**src/rtl/ofd_map.svh**
```systemverilog
/*
 * Field codes, fixed address pages and bit positions of the operand
 * field decoder. Assumes inclusion by bare name from the rtl folder.
 */
// Operation
// - Three-bit register code: X, A, C, B, E, D, L, H in order.
// - Register byte: upper nibble is first operand, lower nibble second.
// - Pair code 00 AX, 01 BC, 10 DE, 11 HL; counter bit C or B.
// - Memory mode 10110 indirect, 00110 base, 01010 word indexed.
// - Selector meaning depends on mode: indirect, base and indexed tables.
// - Restricted memory operand: one opcode bit, 0 is DE, 1 is HL.
// - Relative offset is signed byte added to next instruction address.
// - Short call field carries the low 11 target address bits.
// - Table call field carries low 5 bits of entry index times spacing.
// - Short direct byte is the low byte of a 16-bit address.
// - Special register byte is the low byte of its 16-bit address.
// - Indexed offset is 16 bits, low byte first, with index register.
// - Absolute address is 16 bits, low byte first then high.
// - Each branch and call family accepts only its listed target forms.
// - Every conditional branch uses the relative form like carry-set.
// - DE or HL indirect forms also accept the compact encoding.
`ifndef OFD_MAP_SVH
`define OFD_MAP_SVH

// Memory addressing-mode codes
`define OFD_MOD_INDIRECT 5'h16
`define OFD_MOD_BASE     5'h06
`define OFD_MOD_INDEXED  5'h0A

// Selector codes
`define OFD_SEL_0 3'h0
`define OFD_SEL_1 3'h1
`define OFD_SEL_2 3'h2
`define OFD_SEL_3 3'h3
`define OFD_SEL_4 3'h4
`define OFD_SEL_5 3'h5

// Fixed pages and table base; plain defaults
`define OFD_SADDR_PAGE 8'hFE
`define OFD_SFR_PAGE   8'hFF
`define OFD_TABLE_BASE 16'h0040

// Field positions in the code bytes, and a reset value
`define OFD_REG_LSB    0
`define OFD_NIB_HI_LSB 4
`define OFD_NIB_LO_LSB 0
`define OFD_PAIR_LSB   1
`define OFD_SEL_LSB    4
`define OFD_RST_VALUE  16'h0000

`endif

```
**src/rtl/ofd_pkg.sv**
```systemverilog
/*
 * Types of the operand field decoder: register names, request forms,
 * branch families and memory operand descriptions.
 * Assumes nothing beyond a SystemVerilog compiler.
 */
package ofd_pkg;

	typedef enum logic [2:0] {
		REG_IDX, REG_A, REG_C, REG_B, REG_E, REG_D, REG_L, REG_H
	} ofd_reg_t;

	typedef enum logic [1:0] {
		PAIR_AX, PAIR_BC, PAIR_DE, PAIR_HL
	} ofd_pair_t;

	typedef enum logic [3:0] {
		FORM_NONE, FORM_REG, FORM_REG_BYTE, FORM_PAIR, FORM_PAIR_BYTE,
		FORM_CNT, FORM_MEM, FORM_MEM_COMPACT, FORM_MEM_RESTRICT,
		FORM_REL, FORM_ABS, FORM_PAIR_TGT, FORM_SHORT_CALL,
		FORM_TABLE_CALL, FORM_SADDR, FORM_SFR
	} ofd_form_t;

	typedef enum logic [2:0] {
		FAM_NONE, FAM_BR, FAM_BCOND, FAM_CALL, FAM_FIXED_CALL,
		FAM_TABLE_CALL, FAM_BIT_TEST, FAM_DEC_BRANCH
	} ofd_family_t;

	typedef enum logic [1:0] {
		MODE_NONE, MODE_INDIRECT, MODE_BASE, MODE_INDEXED
	} ofd_mode_t;

	typedef enum logic [2:0] {
		PTR_NONE, PTR_DE, PTR_HL, PTR_SP, PTR_A, PTR_B
	} ofd_ptr_t;

	typedef enum logic [1:0] {
		STEP_NONE, STEP_INC, STEP_DEC
	} ofd_step_t;

	typedef struct packed {
		logic        valid;
		logic        undef;
		logic        mem_access;
		ofd_reg_t    reg_first;
		ofd_reg_t    reg_second;
		ofd_pair_t   pair_first;
		ofd_pair_t   pair_second;
		ofd_reg_t    cnt_reg;
		ofd_mode_t   mem_mode;
		ofd_ptr_t    mem_base;
		ofd_step_t   mem_step;
		logic [15:0] mem_disp;
		logic [15:0] tgt_addr;
		logic        tgt_valid;
	} ofd_state_t;

endpackage

```
**src/rtl/ofd_mem_sel.sv**
```systemverilog
/*
 * Memory operand selector decode: turns a mode code and selector into
 * a mode, pointer and step, or an undefined flag.
 * Assumes the caller registers the result; purely combinational.
 */
`timescale 1ns/100ps
`default_nettype none
`include "ofd_map.svh"

module ofd_mem_sel
	import ofd_pkg::*;
(
	input  wire logic [4:0] mode_code,   // Addressing-mode field
	input  wire logic [2:0] sel_code,    // Selector field
	output ofd_mode_t       mode,        // Decoded mode
	output ofd_ptr_t        ptr,         // Pointer register
	output ofd_step_t       step,        // Post step
	output logic            undef        // Unlisted combination
);

	// Selector meaning depends on mode; anything unlisted is undefined
	always_comb begin
		mode  = MODE_NONE;
		ptr   = PTR_NONE;
		step  = STEP_NONE;
		undef = 1'b0;
		if (mode_code == `OFD_MOD_INDIRECT) begin
			mode = MODE_INDIRECT;
			case (sel_code)
				`OFD_SEL_0: begin ptr = PTR_DE; step = STEP_INC; end
				`OFD_SEL_1: begin ptr = PTR_HL; step = STEP_INC; end
				`OFD_SEL_2: begin ptr = PTR_DE; step = STEP_DEC; end
				`OFD_SEL_3: begin ptr = PTR_HL; step = STEP_DEC; end
				`OFD_SEL_4: ptr = PTR_DE;
				`OFD_SEL_5: ptr = PTR_HL;
				default: undef = 1'b1;
			endcase
		end else if (mode_code == `OFD_MOD_BASE) begin
			mode = MODE_BASE;
			case (sel_code)
				`OFD_SEL_0: ptr = PTR_DE;
				`OFD_SEL_1: ptr = PTR_SP;
				`OFD_SEL_2: ptr = PTR_HL;
				default: undef = 1'b1;
			endcase
		end else if (mode_code == `OFD_MOD_INDEXED) begin
			mode = MODE_INDEXED;
			case (sel_code)
				`OFD_SEL_0: ptr = PTR_DE;
				`OFD_SEL_1: ptr = PTR_A;
				`OFD_SEL_2: ptr = PTR_HL;
				`OFD_SEL_3: ptr = PTR_B;
				default: undef = 1'b1;
			endcase
		end else begin
			undef = 1'b1;
		end
	end

endmodule

`default_nettype wire

```
**src/rtl/ofd_decoder.sv**
```systemverilog
/*
 * Operand field decoder: one request per instruction from the fetch
 * unit, decoded operand description one cycle later for execution.
 * Assumes the fetch unit presents all operand bytes of the instruction
 * together with the request, and the address of the next instruction.
 */
`timescale 1ns/100ps
`default_nettype none
`include "ofd_map.svh"

module ofd_decoder
	import ofd_pkg::*;
(
	input  wire logic        core_clk,     // Core clock, 100 MHz
	input  wire logic        nrst,         // Async reset, active low
	input  wire logic        dec_req,      // Request strobe
	input  wire ofd_form_t   req_form,     // Operand form to decode
	input  wire ofd_family_t req_family,   // Branch or call family
	input  wire logic [7:0]  op_code,      // First code byte
	input  wire logic [7:0]  op_ext,       // Second code byte
	input  wire logic [7:0]  op_lo,        // First operand byte
	input  wire logic [7:0]  op_hi,        // Second operand byte
	input  wire logic [15:0] next_pc,      // Start of next instruction
	output logic             dec_valid,    // Result valid pulse
	output logic             dec_undef,    // Undefined instruction
	output logic             mem_access,   // Memory access needed
	output ofd_reg_t         reg_first,    // First register
	output ofd_reg_t         reg_second,   // Second register
	output ofd_pair_t        pair_first,   // First pair
	output ofd_pair_t        pair_second,  // Second pair
	output ofd_reg_t         cnt_reg,      // Counter register
	output ofd_mode_t        mem_mode,     // Memory mode
	output ofd_ptr_t         mem_base,     // Pointer register
	output ofd_step_t        mem_step,     // Post step
	output logic [15:0]      mem_disp,     // Offset for base/index
	output logic [15:0]      tgt_addr,     // Target or direct address
	output logic             tgt_valid     // Target address valid
);

	ofd_state_t st;
	ofd_state_t next_st;

	logic       is_compact;
	logic [4:0] sel_mode;
	logic [2:0] sel_sel;
	ofd_mode_t  ms_mode;
	ofd_ptr_t   ms_ptr;
	ofd_step_t  ms_step;
	logic       ms_undef;

	// Which targets each family may use
	function automatic logic form_allowed(ofd_family_t fam, ofd_form_t f);
		logic ok;
		ok = 1'b0;
		case (fam)
			FAM_NONE:       ok = 1'b1;
			FAM_BR:         ok = (f == FORM_REL) || (f == FORM_ABS) ||
					     (f == FORM_PAIR_TGT);
			FAM_BCOND:      ok = (f == FORM_REL);
			FAM_CALL:       ok = (f == FORM_ABS) || (f == FORM_PAIR_TGT);
			FAM_FIXED_CALL: ok = (f == FORM_SHORT_CALL);
			FAM_TABLE_CALL: ok = (f == FORM_TABLE_CALL);
			FAM_BIT_TEST:   ok = (f == FORM_REL);
			FAM_DEC_BRANCH: ok = (f == FORM_REL);
			default:        ok = 1'b0;
		endcase
		return ok;
	endfunction

	// Compact form carries the selector in the code byte itself
	assign is_compact = (req_form == FORM_MEM_COMPACT);
	assign sel_mode   = is_compact ? `OFD_MOD_INDIRECT : op_code[4:0];
	assign sel_sel    = is_compact ? op_code[2:0] : op_ext[6:4];

	ofd_mem_sel u_mem_sel (
		.mode_code (sel_mode),
		.sel_code  (sel_sel),
		.mode      (ms_mode),
		.ptr       (ms_ptr),
		.step      (ms_step),
		.undef     (ms_undef)
	);

	// Decode the requested form; outputs clear when no request
	always_comb begin
		next_st       = '0;
		next_st.valid = dec_req;
		if (dec_req) begin
			case (req_form)
				FORM_REG: begin
					next_st.reg_first = ofd_reg_t'(op_code[2:0]);
				end
				FORM_REG_BYTE: begin
					// Nibble top bits must be zero, else code is unlisted
					next_st.reg_first  = ofd_reg_t'(op_ext[6:4]);
					next_st.reg_second = ofd_reg_t'(op_ext[2:0]);
					next_st.undef      = op_ext[7] | op_ext[3];
				end
				FORM_PAIR: begin
					next_st.pair_first = ofd_pair_t'(op_code[1:0]);
				end
				FORM_PAIR_BYTE: begin
					next_st.pair_first  = ofd_pair_t'(op_ext[6:5]);
					next_st.pair_second = ofd_pair_t'(op_ext[2:1]);
					next_st.undef       = op_ext[7] | op_ext[3] |
							      op_ext[4] | op_ext[0];
				end
				FORM_CNT: begin
					next_st.cnt_reg = op_code[0] ? REG_B : REG_C;
				end
				FORM_MEM, FORM_MEM_COMPACT: begin
					next_st.mem_mode = ms_mode;
					next_st.mem_base = ms_ptr;
					next_st.mem_step = ms_step;
					next_st.undef    = ms_undef;
					if (ms_mode == MODE_BASE && !is_compact) begin
						next_st.mem_disp = {8'h00, op_lo};
					end else if (ms_mode == MODE_INDEXED && !is_compact) begin
						next_st.mem_disp = {op_hi, op_lo};
					end
					next_st.mem_access = !ms_undef;
				end
				FORM_MEM_RESTRICT: begin
					next_st.mem_mode   = MODE_INDIRECT;
					next_st.mem_base   = op_code[0] ? PTR_HL : PTR_DE;
					next_st.mem_access = 1'b1;
				end
				FORM_REL: begin
					next_st.tgt_addr  = 16'(next_pc +
							    {{8{op_lo[7]}}, op_lo});
					next_st.tgt_valid = 1'b1;
				end
				FORM_ABS: begin
					next_st.tgt_addr  = {op_hi, op_lo};
					next_st.tgt_valid = 1'b1;
				end
				FORM_PAIR_TGT: begin
					// Target comes from the pair at execution time
					next_st.pair_first = ofd_pair_t'(op_code[1:0]);
				end
				FORM_SHORT_CALL: begin
					next_st.tgt_addr  = {5'h00, op_code[2:0], op_lo};
					next_st.tgt_valid = 1'b1;
				end
				FORM_TABLE_CALL: begin
					next_st.tgt_addr  = 16'(`OFD_TABLE_BASE +
							    {11'h000, op_code[4:0]});
					next_st.tgt_valid = 1'b1;
				end
				FORM_SADDR: begin
					next_st.tgt_addr  = {`OFD_SADDR_PAGE, op_lo};
					next_st.tgt_valid = 1'b1;
				end
				FORM_SFR: begin
					next_st.tgt_addr  = {`OFD_SFR_PAGE, op_lo};
					next_st.tgt_valid = 1'b1;
				end
				default: begin
					next_st.undef = 1'b1;
				end
			endcase
			// A family given a foreign target form is rejected whole
			if (!form_allowed(req_family, req_form)) begin
				next_st.undef = 1'b1;
			end
			// No access and no target ever leave with an undefined code
			if (next_st.undef) begin
				next_st.mem_access = 1'b0;
				next_st.tgt_valid  = 1'b0;
			end
		end
	end

	// Single result register
	always_ff @(posedge core_clk or negedge nrst) begin
		if (!nrst) begin
			st <= '0;
		end else begin
			st <= next_st;
		end
	end

	// Outputs straight from the result register
	assign dec_valid   = st.valid;
	assign dec_undef   = st.undef;
	assign mem_access  = st.mem_access;
	assign reg_first   = st.reg_first;
	assign reg_second  = st.reg_second;
	assign pair_first  = st.pair_first;
	assign pair_second = st.pair_second;
	assign cnt_reg     = st.cnt_reg;
	assign mem_mode    = st.mem_mode;
	assign mem_base    = st.mem_base;
	assign mem_step    = st.mem_step;
	assign mem_disp    = st.mem_disp;
	assign tgt_addr    = st.tgt_addr;
	assign tgt_valid   = st.tgt_valid;
endmodule

`default_nettype wire

```
**config.mk**
```make
export PLATFORM = sky130hd
export DESIGN_NAME = ofd_decoder
export DESIGN_NICKNAME = d
export VERILOG_FILES = /design/src/rtl/ofd_pkg.sv /design/src/rtl/ofd_mem_sel.sv /design/src/rtl/ofd_decoder.sv
export VERILOG_INCLUDE_DIRS = /design/src /design/src/rtl
export SDC_FILE = /design/constraint.sdc
export NUM_CORES = 1
export LEC_CHECK = 0
export ABC_AREA = 1
export BUFFER_PORTS_ARGS = -buffer_cell sky130_fd_sc_hd__buf_2
export CORE_MARGIN = 2
export CORE_UTILIZATION = 44
export CTS_BUF_LIST = sky130_fd_sc_hd__clkbuf_4
export DETAILED_ROUTE_END_ITERATION = 8
export PLACE_DENSITY = 0.71
export SYNTH_ARGS = -nofsm -noshare
export SYNTH_HDL_FRONTEND = slang
export SYNTH_HIERARCHICAL = 1
export SYNTH_SLANG_ARGS = --single-unit
```
**constraint.sdc**
```tcl
create_clock -name core_clk -period 1.6 [get_ports core_clk]
set_clock_uncertainty 0.2 [all_clocks]
set_input_delay 0.08 -clock core_clk [delete_from_list [all_inputs] [get_ports core_clk]]
set_output_delay 0.08 -clock core_clk [all_outputs]
set_load 0.005 [all_outputs]
```
==> run_results.csv <==
group,metric,value,unit
flow_run,cap_viol_max_count,0,
pwr,swShare,32.1,%
detailed_routing,wl_met1,4.31,mm
yosys,synth_edf_count,0,
hold_path,hp-class,"in -> async",
detailed_routing,num_vias,4017,
yosys,ys.flop_type,"dfrtp_1",
floorplanning,fp.dieArea,8690,um2
detailed_routing,wirelength,10.6,mm
final_layout,fin_cells,827,
pwr,internal_power,2.04,mW
timing,hold_viol,0,
floorplanning,die-width,93.2,um
global_routing,antenna_found_initial,0,
placement,dp_slack,-0.493,ns
final_layout,layout.nets,798,
detailed_routing,dr.first_iter.drc_count,146,
pwr,clkPwrFrac,20.4,%
clock_network,clk_pin_slew,0.16,ns
floorplanning,rows,32,
pwr,p_per_area,569,nW/um2
timing,fmax,647,MHz
pwr,switchingPower,0.966,mW
detailed_routing,viasPerCell,4.86,
floorplanning,start_util,45.4,%
timing,rsz0062_at_grt,"true",
global_routing,grt_overflow,0,
detailed_routing,dr.max_layer_used,"met4",
pwr,pwr-share-seq,47.4,%
setup_path,critical_path_required,1.72,ns
timing,min_period,1.54,ns
yosys,synth_seq_cells,55,
yosys,ys_seq_area_share,39.3,%
clock_network,numCtsBuffers,5,
setup_path,critPathArrivalTime,1.66,ns
final_layout,final_area,5280,um2
setup_path,path_cells,"buf_2 -> buf_4 -> dlygate4sd3_1 -> nand2_1 -> dlygate4sd3_1 -> nor3_1",
detailed_routing,drc,0,
global_routing,grt_pass1_wl,17.3,mm
timing,final-setup-viol-count,0,
setup_path,crit_type,"in -> reg",
yosys,synth_warnings,6,
placement,hpwl,8.05,mm
final_layout,drive_gt1_share,34.1,%
detailed_routing,route.detailed.wl_per_inst,12.8,um
clock_network,cts_tree,"done",
detailed_routing,wl_met2,5.56,mm
yosys,mappedNetlistArea,3500,um2
final_layout,area_growth,50.8,%
placement,port_buffers,109,
yosys,synth_nets,574,
placement,numPlacedInstances,781,
placement,placed_area,4790,um2
final_layout,n_antenna_cell,0,
setup_path,cpLargestDelayFamily,"buffers and inverters",
detailed_routing,wl_met3,444,um
detailed_routing,antenna_left,0,
pwr,power,3.01,mW
timing,setup_ws,0.0551,ns
pwr,p_leak,3.07,nW
setup_path,worstSetupStartpoint,"req_form[1]",
setup_path,path_buf_inv,4,
clock_network,cts_root_buf,"clkbuf_4",
setup_path,worst-path-max-fanout,5,
setup_path,cp_common_cell,"dlygate4sd3_1",
pwr,ir_drop,342,uV
clock_network,clock_path_buffers,2,
floorplanning,ioPinCount,114,
global_routing,grt_max_degree,56,
clock_network,clock_sinks,55,
yosys,async_reset_ff_share,100,%
timing,setup_tns,0,ns
pwr,comb_power_share,32.1,%
detailed_routing,first_pass_iters,5,
yosys,ys_types,30,
timing,maxSlewViolCount,0,
yosys,synth.avg_cell_area,7.01,um2
outcome,status,"finished clean",
yosys,netlist_instances,500,
floorplanning,core,7730,um2
setup_path,end_kind,"flip-flop",
setup_path,critPathLaunchType,"primary input",
placement,place_congestion,0.923,
global_routing,track_usage,24.8,%
timing,fin_crit_sh,96.6,%
setup_path,slowest_delay,0.59,ns
global_routing,grt_pass1_vias,4000,
setup_path,critPathSlowestCell,"dlygate4sd3_1",
clock_network,htreeDepth,2,
floorplanning,die_h,93.2,um
final_layout,fillCellCount,664,
-- metrics by stage --
stage	hold slack, ns	util (%)
floorplan	-0.416	-
global placement	-0.104	62.0
detailed placement	-0.0955	62.0
CTS	0.00344	67.9
global route	0.0275	68.4
finish	0.00460	68.4
-- cell usage in the layout (no fill, tap or decap), types with 3 or more instances in the layout --
cell / n
a21oi_1: 41
a22oi_1: 3
buf_2: 105
buf_4: 76
clkbuf_4: 5
dfrtp_1: 55
dlygate4sd3_1: 39
ha_1: 14
inv_1: 83
inv_2: 11
nand2_1: 122
nand2_2: 11
nand3_1: 35
nor2_1: 40
nor2_2: 7
nor2_4: 7
nor3_1: 14
o21ai_0: 13
o21ai_1: 5
o21ai_2: 4
o22ai_1: 3
or2_2: 6
-- routing by layer --
metal	up-vias	global-route usage [%]
met1	1845	28.2
met4	0	8.95
met2	130	47.5
met3	27	2.66
li1	2015	-
met5	-	0
-- worst paths after layout --
kind	end	depth (start not counted)
min	reg_second[1]	3
min in group core_clk	tgt_addr[7]	5
max	reg_second[0]	6
max in group asynchronous	tgt_addr[9]	3
-- worst min-delay path: stages --
cell	delay (ns)
dlygate4sd3_1	0.52
buf_2	0.12
buf_12	0.28
-- synthesized netlist by cell type (3+ instances only) --
master,number,share of area (%)
o21ai_0,17,2.4
or2_2,7,1.2
a21oi_1,41,5.9
o21ai_1,5,0.71
o22ai_1,3,0.54
nand2_2,7,1.2
nand3_1,36,5.1
nor2_4,4,1.3
nor2_2,5,0.89
inv_2,11,1.2
inv_1,85,9.1
nor2_1,45,4.8
nor3b_1,3,0.64
ha_1,15,5.4
dfrtp_1,55,39
nand2_1,127,14
nor3_1,14,2.0
a22oi_1,3,0.64
-- power by group through the flow --
| stage | Sequential [mW] | Clock, mW | Combinational, mW |
|---|---|---|---|
| 2_1_floorplan | 1.46 | 0 | 0.450 |
| 4_1_cts | 1.43 | 0.624 | 0.951 |
| 3_5_place_dp | 1.45 | 0 | 0.873 |
| 6_report | 1.43 | 0.613 | 0.966 |
| 5_1_grt | 1.43 | 0.686 | 1.07 |
| 3_3_place_gp | 1.45 | 0 | 0.854 |
-- final cells by class --
| type | instances | area [um2] | share of cell area (%) |
|---|---|---|---|
| Tap cell | 102 | 128 | 2.42 |
| Clock inverter | 3 | 20.0 | 0.379 |
| Clock buffer | 5 | 37.5 | 0.710 |
| Inverter | 96 | 375 | 7.10 |
| Timing Repair Buffer | 222 | 1520 | 28.7 |
| Sequential cell | 55 | 1380 | 26.0 |
| Multi-Input combinational cell | 344 | 1830 | 34.6 |
-- cells by family after synthesis --
| kind of cell | Yosys count | share of synthesized area (%) |
|---|---|---|
| AOI/OAI and AO/OA | 71 | 10.9 |
| xor gates and xnor gates | 2 | 0.500 |
| adders and majority gates | 16 | 5.93 |
| buffers and inverters | 101 | 11.1 |
| DFF | 55 | 39.3 |
| other | 1 | 0.107 |
| and+or+nand+nor | 254 | 32.3 |
-- repair_timing --
action	in CTS	in global routing
hold buffers	39	1
resized for setup	2	11
buffers inserted	0	1
pin swaps	0	7
endpoints found under the setup margin	16	22
hold endpoints to repair	106	2
(Power assumes the default switching activity.)
